`config.mk`:
```
export PLATFORM = sky130hd
export DESIGN_NAME = fvs_setup_regs
export DESIGN_NICKNAME = d
export VERILOG_FILES = /design/src/fvs_setup_regs.v /design/src/fvs_line_edges.v /design/src/fvs_vid_decode.v
export VERILOG_INCLUDE_DIRS = /design/src
export SDC_FILE = /design/constraint.sdc
export NUM_CORES = 1
export LEC_CHECK = 0
export BUFFER_PORTS_ARGS = -buffer_cell sky130_fd_sc_hd__buf_2
export CAP_MARGIN = 20
export CELL_PAD_IN_SITES_DETAIL_PLACEMENT = 1
export CELL_PAD_IN_SITES_GLOBAL_PLACEMENT = 2
export CORE_ASPECT_RATIO = 0.75
export CORE_MARGIN = 2
export CORE_UTILIZATION = 31
export CTS_CLUSTER_SIZE = 24
export DETAILED_ROUTE_END_ITERATION = 7
export PLACE_DENSITY = 0.84
export SETUP_SLACK_MARGIN = 0.15
export SYNTH_ARGS = -nofsm -noshare
export SYNTH_HDL_FRONTEND = slang
export SYNTH_SLANG_ARGS = --single-unit
```
`constraint.sdc`:
```
create_clock -name mclk_in -period 3.2 [get_ports mclk_in]
set_input_delay 0.48 -clock mclk_in [delete_from_list [all_inputs] [get_ports mclk_in]]
set_output_delay 0.48 -clock mclk_in [all_outputs]
set_load 0.01 [all_outputs]
```
`src/fvs_setup_regs.vh`:
```
`ifndef FVS_SETUP_REGS_VH
`define FVS_SETUP_REGS_VH

// register offsets on the serial command byte
`define FVS_ADDR_FUNC_CTRL 8'hbd
`define FVS_ADDR_THRESH_SEL 8'hbe

// reset values
`define FVS_RST_FUNC_CTRL 8'h00
`define FVS_RST_THRESH_SEL 8'h00

// function control field positions
`define FVS_FC_TACH_LO 0
`define FVS_FC_TACH_HI 3
`define FVS_FC_LUT_A 4
`define FVS_FC_LUT_B 5
`define FVS_FC_VID_LO 6
`define FVS_FC_VID_HI 7

// threshold select field positions
`define FVS_TS_CPU_VID 0
`define FVS_TS_RESERVED 1
`define FVS_TS_GPI_EIGHT 2
`define FVS_TS_GPI_NINE 3
`define FVS_TS_GPIO_LO 4
`define FVS_TS_GPIO_HI 7

// vid decode modes
`define FVS_VID_SIX_BIT 2'h0
`define FVS_VID_EXTENDED 2'h1
`define FVS_VID_SEVEN_LOW 2'h2
`define FVS_VID_SEVEN_HIGH 2'h3

// vid level in 6.25 mV units: full scale 1.600 V and per-mode floors
`define FVS_VID_FULL 9'h100
`define FVS_VID_FLOOR_SIX 9'h086
`define FVS_VID_FLOOR_SEVEN 9'h085
`define FVS_VID_FLOOR_LOW 9'h006

`endif

```
`src/fvs_setup_regs.v`:
```
// How it works
// - control bits 0-3 enable gated tach mode for tach inputs 1-4.
// - bit 4 gives lookup fan controls 1 and 2 half-degree resolution.
// - bit 5 gives lookup fan controls 3 and 4 half-degree resolution.
// - bits 7:6 pick the vid decode mode for vid value and window.
// - mode 00 decodes six pins, 12.5 mV steps, 0.8375 V to 1.6 V.
// - mode 01 decodes seven pins, 6.25 mV steps, 0.83125 V to 1.6 V.
// - mode 10 uses pins 6..0, pin 7 taken as zero, 6.25 mV steps.
// - mode 11 uses pins 7..1, pin 0 zero, 12.5 mV from 0.0375 V.
// - threshold bit 0 lowers thresholds on all cpu vid inputs.
// - bits 2 and 3 lower gpi 8 and 9 thresholds, six-bit mode only.
// - bits 4-7 lower thresholds on gpio inputs 4 through 7.
// - both registers read and write, reset to 00; bit 1 unused.
`timescale 1ns/10ps
`include "fvs_setup_regs.vh"
`default_nettype none

module fvs_setup_regs #(
    parameter [6:0] SLAVE_ADDR = 7'h2c // arbitrary value
) (
    // clock and reset
    input wire mclk_in,
    input wire nrst_in,
    // serial port
    input wire scl_in,
    input wire sda_in,
    output wire sda_out,
    output wire sda_oe_out,
    // vid pins
    input wire [7:0] vid_pins_in,
    // tach and lookup control
    output wire gated_tach_enable_a_out,
    output wire gated_tach_enable_b_out,
    output wire gated_tach_enable_c_out,
    output wire gated_tach_enable_d_out,
    output wire lut_pair_a_half_degree_out,
    output wire lut_pair_b_half_degree_out,
    // vid decode
    output wire [1:0] vid_decode_select_out,
    output wire [8:0] vid_level_out,
    // pad thresholds
    output wire cpu_vid_low_threshold_out,
    output wire gpi_eight_low_threshold_out,
    output wire gpi_nine_low_threshold_out,
    output wire gpio_four_low_threshold_out,
    output wire gpio_five_low_threshold_out,
    output wire gpio_six_low_threshold_out,
    output wire gpio_seven_low_threshold_out
);

// serial engine states
localparam [3:0] ST_IDLE = 4'h0;
localparam [3:0] ST_ADDR = 4'h1;
localparam [3:0] ST_ADDR_ACK = 4'h2;
localparam [3:0] ST_CMD = 4'h3;
localparam [3:0] ST_CMD_ACK = 4'h4;
localparam [3:0] ST_WDATA = 4'h5;
localparam [3:0] ST_WDATA_ACK = 4'h6;
localparam [3:0] ST_RDATA = 4'h7;
localparam [3:0] ST_RDATA_ACK = 4'h8;

reg [7:0] func_ctrl;
reg [7:0] thresh_sel;
reg gpi_eight_gated;
reg gpi_nine_gated;

reg [3:0] state;
reg [2:0] bit_cnt;
reg byte_done;
reg [7:0] shreg;
reg [7:0] pointer;
reg read_dir;
reg sda_drive;
reg sda_level;

reg [7:0] read_data;
wire scl_rise;
wire scl_fall;
wire bus_start;
wire bus_stop;
wire wr_strobe;
wire six_bit_mode;

fvs_line_edges u_edges (
    .mclk_in(mclk_in),
    .nrst_in(nrst_in),
    .scl_in(scl_in),
    .sda_in(sda_in),
    .scl_rise_out(scl_rise),
    .scl_fall_out(scl_fall),
    .start_out(bus_start),
    .stop_out(bus_stop)
);

// vid code follows the selected mode
fvs_vid_decode u_vid (
    .mclk_in(mclk_in),
    .nrst_in(nrst_in),
    .mode_in(func_ctrl[`FVS_FC_VID_HI:`FVS_FC_VID_LO]),
    .vid_pins_in(vid_pins_in),
    .level_out(vid_level_out)
);

// read mux; unmapped offsets read as zero
always @* begin
    case (pointer)
        `FVS_ADDR_FUNC_CTRL: read_data = func_ctrl;
        `FVS_ADDR_THRESH_SEL: read_data = thresh_sel;
        default: read_data = 8'h00;
    endcase
end

// a data byte lands when its ack window opens
assign wr_strobe = (state == ST_WDATA) && byte_done && scl_fall;

// register storage, whole byte written at once
always @(posedge mclk_in) begin
    if (!nrst_in) begin
        func_ctrl <= `FVS_RST_FUNC_CTRL;
        thresh_sel <= `FVS_RST_THRESH_SEL;
    end else if (wr_strobe) begin
        if (pointer == `FVS_ADDR_FUNC_CTRL) begin
            func_ctrl <= shreg;
        end
        if (pointer == `FVS_ADDR_THRESH_SEL) begin
            // bit 1 is kept for readback only and drives nothing
            thresh_sel <= shreg;
        end
    end
end

assign six_bit_mode = (func_ctrl[`FVS_FC_VID_HI:`FVS_FC_VID_LO] ==
    `FVS_VID_SIX_BIT);

// gpi 8/9 lowering only counts in six-bit mode, pins are vid pins else
always @(posedge mclk_in) begin
    if (!nrst_in) begin
        gpi_eight_gated <= 1'b0;
        gpi_nine_gated <= 1'b0;
    end else begin
        gpi_eight_gated <= thresh_sel[`FVS_TS_GPI_EIGHT] & six_bit_mode;
        gpi_nine_gated <= thresh_sel[`FVS_TS_GPI_NINE] & six_bit_mode;
    end
end

// bit shifter: sample on rising clock, count eight bits per byte
always @(posedge mclk_in) begin
    if (!nrst_in) begin
        bit_cnt <= 3'h0;
        byte_done <= 1'b0;
        shreg <= 8'h00;
    end else if (bus_start || bus_stop) begin
        bit_cnt <= 3'h0;
        byte_done <= 1'b0;
    end else if (scl_rise && (state == ST_ADDR || state == ST_CMD ||
        state == ST_WDATA)) begin
        shreg <= {shreg[6:0], sda_in};
        bit_cnt <= bit_cnt + 3'h1;
        byte_done <= (bit_cnt == 3'h7);
    end else if (scl_rise && state == ST_RDATA) begin
        bit_cnt <= bit_cnt + 3'h1;
        byte_done <= (bit_cnt == 3'h7);
    end else if (scl_fall && byte_done) begin
        byte_done <= 1'b0;
    end
end

// protocol engine: byte write, byte read and sequential bursts
always @(posedge mclk_in) begin
    if (!nrst_in) begin
        state <= ST_IDLE;
        pointer <= 8'h00;
        read_dir <= 1'b0;
        sda_drive <= 1'b0;
        sda_level <= 1'b1;
    end else if (bus_stop) begin
        state <= ST_IDLE;
        sda_drive <= 1'b0;
        sda_level <= 1'b1;
    end else if (bus_start) begin
        // repeated start keeps the pointer for the read phase
        state <= ST_ADDR;
        sda_drive <= 1'b0;
        sda_level <= 1'b1;
    end else begin
        case (state)
            ST_IDLE: begin
                sda_drive <= 1'b0;
                sda_level <= 1'b1;
            end
            ST_ADDR: begin
                if (scl_fall && byte_done) begin
                    if (shreg[7:1] == SLAVE_ADDR) begin
                        read_dir <= shreg[0];
                        sda_drive <= 1'b1;
                        sda_level <= 1'b0;
                        state <= ST_ADDR_ACK;
                    end else begin
                        state <= ST_IDLE; // not ours, stay off the bus
                    end
                end
            end
            ST_ADDR_ACK: begin
                if (scl_fall) begin
                    if (read_dir) begin
                        sda_drive <= ~read_data[7];
                        sda_level <= read_data[7];
                        state <= ST_RDATA;
                    end else begin
                        sda_drive <= 1'b0;
                        sda_level <= 1'b1;
                        state <= ST_CMD;
                    end
                end
            end
            ST_CMD: begin
                if (scl_fall && byte_done) begin
                    pointer <= shreg;
                    sda_drive <= 1'b1;
                    sda_level <= 1'b0;
                    state <= ST_CMD_ACK;
                end
            end
            ST_CMD_ACK: begin
                if (scl_fall) begin
                    sda_drive <= 1'b0;
                    sda_level <= 1'b1;
                    state <= ST_WDATA;
                end
            end
            ST_WDATA: begin
                // every data byte is acked, even to an unmapped offset
                if (scl_fall && byte_done) begin
                    sda_drive <= 1'b1;
                    sda_level <= 1'b0;
                    state <= ST_WDATA_ACK;
                end
            end
            ST_WDATA_ACK: begin
                if (scl_fall) begin
                    pointer <= pointer + 8'h01;
                    sda_drive <= 1'b0;
                    sda_level <= 1'b1;
                    state <= ST_WDATA;
                end
            end
            ST_RDATA: begin
                if (scl_fall && byte_done) begin
                    sda_drive <= 1'b0; // free the line for master ack
                    sda_level <= 1'b1;
                    state <= ST_RDATA_ACK;
                end else if (scl_fall) begin
                    // open drain: only a zero bit pulls the line
                    sda_drive <= ~read_data[3'h7 - bit_cnt];
                    sda_level <= read_data[3'h7 - bit_cnt];
                end
            end
            ST_RDATA_ACK: begin
                if (scl_rise) begin
                    pointer <= pointer + 8'h01;
                    if (sda_in) begin
                        state <= ST_IDLE; // nack ends the burst
                    end
                end else if (scl_fall) begin
                    sda_drive <= ~read_data[7];
                    sda_level <= read_data[7];
                    state <= ST_RDATA;
                end
            end
            default: begin
                state <= ST_IDLE;
                sda_drive <= 1'b0;
                sda_level <= 1'b1;
            end
        endcase
    end
end

// pad drive; value flop is kept the inverse of the enable flop, so the
// pad sees no gate between register and pin
assign sda_out = sda_level;
assign sda_oe_out = sda_drive;

// control outputs come straight off the stored register
assign gated_tach_enable_a_out = func_ctrl[`FVS_FC_TACH_LO];
assign gated_tach_enable_b_out = func_ctrl[`FVS_FC_TACH_LO + 1];
assign gated_tach_enable_c_out = func_ctrl[`FVS_FC_TACH_LO + 2];
assign gated_tach_enable_d_out = func_ctrl[`FVS_FC_TACH_HI];
assign lut_pair_a_half_degree_out = func_ctrl[`FVS_FC_LUT_A];
assign lut_pair_b_half_degree_out = func_ctrl[`FVS_FC_LUT_B];
assign vid_decode_select_out =
    func_ctrl[`FVS_FC_VID_HI:`FVS_FC_VID_LO];

// threshold selects held as steady levels to the pads
assign cpu_vid_low_threshold_out = thresh_sel[`FVS_TS_CPU_VID];
assign gpi_eight_low_threshold_out = gpi_eight_gated;
assign gpi_nine_low_threshold_out = gpi_nine_gated;
assign gpio_four_low_threshold_out = thresh_sel[`FVS_TS_GPIO_LO];
assign gpio_five_low_threshold_out = thresh_sel[`FVS_TS_GPIO_LO + 1];
assign gpio_six_low_threshold_out = thresh_sel[`FVS_TS_GPIO_LO + 2];
assign gpio_seven_low_threshold_out = thresh_sel[`FVS_TS_GPIO_HI];

endmodule // fvs_setup_regs

`default_nettype wire

```
`src/fvs_line_edges.v`:
```
`timescale 1ns/10ps
`default_nettype none

// clock and data line events of the serial port
module fvs_line_edges (
    // clock and reset
    input wire mclk_in,
    input wire nrst_in,
    // serial lines
    input wire scl_in,
    input wire sda_in,
    // one-cycle events
    output wire scl_rise_out,
    output wire scl_fall_out,
    output wire start_out,
    output wire stop_out
);

reg scl_prev;
reg sda_prev;

// previous line levels; reset to idle-high so no false edge after reset
always @(posedge mclk_in) begin
    if (!nrst_in) begin
        scl_prev <= 1'b1;
        sda_prev <= 1'b1;
    end else begin
        scl_prev <= scl_in;
        sda_prev <= sda_in;
    end
end

// data moves while clock high mark start and stop
assign scl_rise_out = scl_in & ~scl_prev;
assign scl_fall_out = ~scl_in & scl_prev;
assign start_out = scl_in & scl_prev & sda_prev & ~sda_in;
assign stop_out = scl_in & scl_prev & ~sda_prev & sda_in;

endmodule // fvs_line_edges

`default_nettype wire

```
`src/fvs_vid_decode.v`:
```
`timescale 1ns/10ps
`include "fvs_setup_regs.vh"
`default_nettype none

// vid pin code to core voltage level, in 6.25 mV units
module fvs_vid_decode (
    // clock and reset
    input wire mclk_in,
    input wire nrst_in,
    // mode and pins
    input wire [1:0] mode_in,
    input wire [7:0] vid_pins_in,
    // decoded level
    output reg [8:0] level_out
);

reg [6:0] idx;
reg coarse;
reg [8:0] floor_lvl;
wire [8:0] drop;
wire [8:0] raw;

// pick the pins and step size per mode
always @* begin
    idx = 7'h00;
    coarse = 1'b0;
    floor_lvl = `FVS_VID_FLOOR_SEVEN;
    case (mode_in)
        `FVS_VID_SIX_BIT: begin
            idx = {1'b0, vid_pins_in[5:0]};
            coarse = 1'b1;
            floor_lvl = `FVS_VID_FLOOR_SIX;
        end
        `FVS_VID_EXTENDED: begin
            // extra pin acts as the half step
            idx = {vid_pins_in[5:0], vid_pins_in[6]};
        end
        `FVS_VID_SEVEN_LOW: begin
            idx = vid_pins_in[6:0];
        end
        `FVS_VID_SEVEN_HIGH: begin
            idx = vid_pins_in[7:1];
            coarse = 1'b1;
            floor_lvl = `FVS_VID_FLOOR_LOW;
        end
        default: begin
            idx = 7'h00;
        end
    endcase
end

assign drop = coarse ? {1'b0, idx, 1'b0} : {2'b00, idx};
assign raw = `FVS_VID_FULL - drop;

// clamp to the bottom of each mode's range
always @(posedge mclk_in) begin
    if (!nrst_in) begin
        level_out <= 9'h000;
    end else if (raw < floor_lvl) begin
        level_out <= floor_lvl;
    end else begin
        level_out <= raw;
    end
end

endmodule // fvs_vid_decode

`default_nettype wire

```
==> results of run 1 <==
[worst paths after layout]
kind | startpoint | depth (start not counted) | endpoint
setup / recovery | func_ctrl[6]$_SDFFE_PN0P_ | 15 | u_vid.level_out[7]$_SDFF_PN0_
hold / removal | scl_in | 3 | u_edges.scl_prev$_SDFF_PN1_
setup reg to reg | func_ctrl[6]$_SDFFE_PN0P_ | 15 | u_vid.level_out[7]$_SDFF_PN0_
hold reg to reg | sda_oe_out$_SDFFE_PP0P_ | 2 | sda_oe_out$_SDFFE_PP0P_
[layout make-up]
class | instances | area, um2
fillers | 1270 | 6250
multi-input cells | 306 | 2090
flip-flops and latches | 56 | 1130
repair buffers | 60 | 365
well taps | 136 | 170
clock buffers | 5 | 125
inverters | 18 | 72.6
clock inverters | 3 | 46.3
[what timing repair did]
| action | in CTS | in global routing |
|---|---|---|
| setup endpoints to repair | 6 | 7 |
| gates resized for setup | 7 | 15 |
| buffers inserted | 3 | 4 |
| pin swaps | 4 | 12 |
| gates cloned | 0 | 0 |
[power groups by stage]
stage / clock network, uW / logic, uW / registers [uW]
detailed placement: 0 / 378 / 807
global route: 696 / 442 / 801
CTS: 670 / 384 / 792
global placement: 0 / 374 / 807
finish: 654 / 392 / 792
floorplan: 0 / 297 / 776
[registers in the layout, indices dropped and copies added, names as in the netlist, 3 cells and up]
name / cells
shreg: 8
u_vid.level_out: 9
pointer: 8
state: 4
thresh_sel: 8
func_ctrl: 8
bit_cnt: 3
[through the flow]
stage	std cells	TNS (ns)
detailed placement	569	-0.150
global placement	569	0
floorplan	398	0
CTS	580	0
global route	584	-0.107
finish	584	0
[placed cells by master, fill, tap and decap left out, types with 13 or more instances in the layout]
cell | synthesis | final
buf_2 | 0 | 37
a21oi_1 | 34 | 33
ha_1 | 17 | 13
nand2_1 | 34 | 34
nor2_1 | 44 | 44
dfxtp_1 | 56 | 54
buf_4 | 1 | 21
mux2i_1 | 25 | 25
inv_1 | 16 | 14
o21ai_0 | 16 | 13
[tightest hold or removal path: stages]
cell and delay (ns):
buf_2 0.12, inv_1 0.06, nand2_1 0.05
[cells by family (layout without fill, tap and decap cells)]
kind of cell             after synthesis  in the layout
adder cells (fa/ha/maj)               17             17
AND/OR/NAND/NOR                      135            135
flip-flops                            56             56
XOR/XNOR                               3              3
buffers and inverters                 36             86
multiplexers                          26             26
AO/OA/AOI/OAI                        125            125
[metal layers]
layer | track usage, % | wire (um)
met1 | 26.5 | 5320
met2 | 26.6 | 4330
met3 | 2.28 | 356
met4 | 3.83 | 78
met5 | 0 | 0
==> flow_metrics.env, run 1 <==
export IMPL_p_per_area_nw_per_um2=460
export IMPL_synth_seq_area_share_pct=34.3
export IMPL_reg2reg_slack_ns=0.03
export IMPL_fin_crit_sh_pct=99.0
export IMPL_synth_compound_area_share_pct=26.2
export IMPL_ir_drop_uv=170
export IMPL_initial_core_util_pct=31.9
export IMPL_p_comb_share_pct=21.3
export IMPL_synth_mux_area_share_pct=8.35
export IMPL_vias_per_cell=5.39
export IMPL_yosys_warnings=0
export IMPL_yosys_top_cells_count="56 x dfxtp_1, 44 x nor2_1, 34 x a21oi_1, 34 x nand2_1, 25 x mux2i_1"
export IMPL_antenna_found_initial=0
export IMPL_ctsRootBufferMaster="clkbuf_16"
export IMPL_netlist_area_leader_share_pct=34.3
export IMPL_critPathMaxStageDelay_ns=0.39
export IMPL_row_count=32
export IMPL_clock_fmax_ghz=0.316
export IMPL_worst_slack_ns=0.0334
export IMPL_drt_iter0_drc=203
export IMPL_vias=3150
export IMPL_drive_gt1_share_pct=21.4
export IMPL_worst_slew_pin_slew_ns=0.821
export IMPL_area_growth_pct=22.5
export IMPL_syn_nets=427
export IMPL_ctsHoldBuffers=0
export IMPL_yosys_area_top_type="dfxtp_1"
export IMPL_wire_per_inst_um=17.3
export IMPL_synth_xor_area_share_pct=0.805
export IMPL_synth_adder_area_share_pct=6.51
export IMPL_hold_viol_final=0
export IMPL_tritoncts="yes"
export IMPL_cts_sinks=56
export IMPL_ios=38
export IMPL_grt_pass1_vias=3054
export IMPL_antenna_left=0
export IMPL_clk_pin_slew_ns=0.08
export IMPL_cp_start_kind="flip-flop"
export IMPL_stdcell_area_um2=4000
export IMPL_syn_area_um2=3270
export IMPL_post_route_util_pct=39.0
export IMPL_syn_avg_cell_area_um2=8.21
export IMPL_htree_levels=2
export IMPL_synthArstFlopShare_pct=0
export IMPL_port_buffers=37
export IMPL_place_area_um2=3680
export IMPL_cp_buffers_inverters=2
export IMPL_drc=0
export IMPL_p_leak_uw=0.00162
export IMPL_cts_max_path_buffers=2
export IMPL_yosysUniqueCellTypes=64
export IMPL_synthFlopType="dfxtp_1"
export IMPL_min_path_type="in2reg"
export IMPL_pre_cts_slack_ns=-0.0697
export IMPL_overflow=0
export IMPL_yosys_area_share_simple_pct=19.5
export IMPL_seq_power_share_pct=43.1
export IMPL_synthCells=398
export IMPL_synth_top_family_by_area="compound AO/OA/AOI/OAI gates"
export IMPL_fp_dieArea_um2=11400
export IMPL_slew_headroom_pct=44.8
export IMPL_die_w_um=123
export IMPL_finalSetupViolCount=0
export IMPL_cap_violations=0
export IMPL_crit_type="reg2reg"
export IMPL_status="completed"
export IMPL_clkPwrFrac_pct=35.6
export IMPL_synth_edf_count=0
export IMPL_cts_made_buffers=5
export IMPL_cp_data_required_time_ns=3.43
export IMPL_power_switching_uw=582
export IMPL_fin_worst_skew_ns=0.0106
export IMPL_rsz0062_at_grt="yes"
export IMPL_antenna_cells=0
export IMPL_clkLatencyLatePin_ns=0.30
export IMPL_swShare_pct=31.7
export IMPL_fin_crit_ns=3.17
export IMPL_cp_top_family="compound AO/OA/AOI/OAI gates"
export IMPL_hpwl_um=7340
export IMPL_p_int_uw=1260
export IMPL_core_region_area_um2=10200
export IMPL_whs_ns=0.435
export IMPL_nNetsFinal=476
export IMPL_grt_max_degree=30
export IMPL_ys_top_cells_by_area="dfxtp_1 34%, mux2i_1 7.7%, ha_1 6.5%"
export IMPL_worstPathMaxFanout=4
export IMPL_critical_path_arrival_ns=3.40
export IMPL_grt_use_total_pct=17.6
export IMPL_drt_first_pass_iters=4
export IMPL_wl_um=10100
export IMPL_die_h_um=92.9
export IMPL_crit_path_cell_trace="inv_4 -> ha_4 -> buf_6 -> o21ai_2 -> o21a_1 -> nand2_1 -> o21ai_1 -> ha_1 -> ha_4 -> o21ai_2 -> a221oi_2 -> a311o_1 -> o41a_1 -> or3_1 -> a21oi_2"
export IMPL_synth_most_common_cell="dfxtp_1"
export IMPL_slew_violations=0
export IMPL_ys_ff_latch=56
export IMPL_grt_pass1_wl_um=15900
export IMPL_endpoint_kind="flip-flop"
export IMPL_crit_slowest_cell="dfxtp_4"
export IMPL_gp_congestion=0.853
export IMPL_finalPower_uw=1840
Note: power is estimated with default switching activity, not from simulation.
==> inputs of run 2 (changes only) <==
--- a/config.mk
+++ b/config.mk
@@ -15,8 +15,10 @@
 export CORE_UTILIZATION = 31
 export CTS_CLUSTER_SIZE = 24
 export DETAILED_ROUTE_END_ITERATION = 7
+export GPL_TIMING_DRIVEN = 0
 export PLACE_DENSITY = 0.84
 export SETUP_SLACK_MARGIN = 0.15
 export SYNTH_ARGS = -nofsm -noshare
 export SYNTH_HDL_FRONTEND = slang
 export SYNTH_SLANG_ARGS = --single-unit
+export TNS_END_PERCENT = 10
==> flow_metrics.env, run 2 (synthesis gave the netlist of run 1 again) <==
export IMPL_nNetsFinal=493
export IMPL_clkLatencyLatePin_ns=0.30
export IMPL_ff_latch_area_um2=1130
export IMPL_largest_reg_flops=9
export IMPL_whs_path_depth=1
export IMPL_fin_crit_sh_pct=99.5
export IMPL_initial_core_util_pct=31.9
export IMPL_cp_start_kind="flip-flop"
export IMPL_grt_use_total_pct=19.1
export IMPL_gp_congestion=0.818
export IMPL_p_leak_uw=0.00166
export IMPL_fin_crit_ns=3.18
export IMPL_worst_slack_ns=0.0170
export IMPL_vias_per_cell=5.45
export IMPL_drive_gt1_share_pct=22.4
export IMPL_wire_per_inst_um=17.7
export IMPL_core_region_area_um2=10200
export IMPL_finalSetupViolCount=0
export IMPL_post_route_util_pct=40.2
export IMPL_drt_iter0_drc=206
export IMPL_antenna_cells=0
export IMPL_clock_fmax_ghz=0.314
export IMPL_clk_pin_slew_ns=0.07
export IMPL_grt_pass1_vias=3195
export IMPL_cts_max_path_buffers=2
export IMPL_hold_viol_final=0
export IMPL_cts_sinks=56
export IMPL_multi_input_area_um2=2150
export IMPL_pre_cts_slack_ns=-0.273
export IMPL_wl_um=10600
export IMPL_ir_drop_uv=210
export IMPL_slew_violations=0
export IMPL_ios=38
export IMPL_cp_data_required_time_ns=3.43
export IMPL_rsz0062_at_grt="yes"
export IMPL_worst_slew_pin_slew_ns=0.771
export IMPL_p_per_area_nw_per_um2=429
export IMPL_worstPathMaxFanout=5
export IMPL_status="completed"
export IMPL_port_buffers=37
export IMPL_min_path_type="reg2reg"
export IMPL_tritoncts="yes"
export IMPL_grt_pass1_wl_um=17100
export IMPL_antenna_left=0
export IMPL_slew_headroom_pct=48.1
export IMPL_hold_start="sda_out$_SDFFE_PP1P_"
export IMPL_vias=3274
export IMPL_drt_first_pass_iters=6
export IMPL_ctsRootBufferMaster="clkbuf_16"
export IMPL_die_w_um=123
export IMPL_endpoint_kind="flip-flop"
export IMPL_cap_violations=0
export IMPL_mostFrequentLayoutCell="dfxtp_1"
export IMPL_die_h_um=92.9
export IMPL_top_register="u_vid.level_out"
export IMPL_grt_max_degree=18
export IMPL_fin_worst_skew_ns=0.00577
export IMPL_critical_path_arrival_ns=3.41
export IMPL_rr_worst_depth=14
export IMPL_num_fill_cells=1238
export IMPL_r2r_start="func_ctrl[6]$_SDFFE_PN0P_"
export IMPL_hpwl_um=7670
export IMPL_crit_type="reg2reg"
export IMPL_row_count=32
export IMPL_overflow=0
export IMPL_fp_dieArea_um2=11400
export IMPL_drc=0
export IMPL_reg2reg_slack_ns=0.02
export IMPL_r2r_end="u_vid.level_out[7]$_SDFF_PN0_"
export IMPL_antenna_found_initial=0
export IMPL_htree_levels=2
export IMPL_mostFrequentLayoutCells="54 x dfxtp_1, 43 x nor2_1, 37 x buf_2"
export IMPL_cts_made_buffers=5
export IMPL_worstHoldEndpoint="sda_out$_SDFFE_PP1P_"
export IMPL_area_growth_pct=26.2
-- run 2: through the flow --
| stage | TNS (ns) | std cells | area [um2] | hold slack, ns | power, uW |
|---|---|---|---|---|---|
| global route | -0.465 | 601 | 4120 | 0.486 | 1880 |
| finish | 0 | 601 | 4120 | 0.456 | 1770 |
| detailed placement | -0.748 | 571 | 3640 | 0.438 | 1200 |
| floorplan | 0 | 398 | 3280 | 0.458 | 1070 |
| global placement | -0.493 | 571 | 3640 | 0.434 | 1190 |
| CTS | 0 | 592 | 3980 | 0.458 | 1760 |
-- run 2: what timing repair did --
item	4_1_cts	5_1_grt
hold buffers	0	0
gates resized for setup	22	20
buffers inserted	13	9
endpoints found under the setup margin	6	8
pin swaps	10	17
-- run 2: final cells by class --
cell class	count	share of cell area (%)
multi-input combinational	306	52.1
tap	136	4.13
inverter	18	1.82
timing repair buffer	59	8.77
buffer	18	2.25
sequential	56	27.4
clock inverter	2	0.395
clock buffer	6	3.13
-- run 2: per-layer routing --
layer  wire [um]  GRT usage, %  vias to the layer above
met5           0             0                        -
met4         104          4.02                        0
met3         424          2.71                       10
met2        4560          28.4                       64
met1        5520          29.0                     1610
li1            -             -                     1590
-- run 2: power by group --
| part | internal (uW) | switching, uW |
|---|---|---|
| combinational | 161 | 293 |
| clock | 293 | 266 |
| sequential | 732 | 23.8 |
-- run 2: how the worst max path moves through the flow --
| stage | cells past startpoint | to | start |
|---|---|---|---|
| 6_report | 14 | u_vid.level_out[7]$_SDFF_PN0_ | func_ctrl[6]$_SDFFE_PN0P_ |
| 5_1_grt | 16 | u_vid.level_out[2]$_SDFF_PN0_ | func_ctrl[6]$_SDFFE_PN0P_ |
| 4_1_cts | 13 | u_vid.level_out[7]$_SDFF_PN0_ | func_ctrl[7]$_SDFFE_PN0P_ |
| 3_5_place_dp | 13 | u_vid.level_out[7]$_SDFF_PN0_ | func_ctrl[6]$_SDFFE_PN0P_ |
| 3_3_place_gp | 13 | u_vid.level_out[7]$_SDFF_PN0_ | func_ctrl[6]$_SDFFE_PN0P_ |
| 2_1_floorplan | 15 | u_vid.level_out[7]$_SDFF_PN0_ | func_ctrl[6]$_SDFFE_PN0P_ |
-- run 2: worst max-delay path, cell delays in order, from the launching register on --
cell and delay (ns):
dfxtp_4 0.37, buf_6 0.12, ha_4 0.17, a22oi_2 0.25
o21a_1 0.20, nand2_1 0.07, o21ai_2 0.05, ha_1 0.25
ha_1 0.31, o21ai_2 0.06, a221oi_2 0.07, a311o_1 0.35
o41a_1 0.36, or3_4 0.34, a21oi_2 0.13
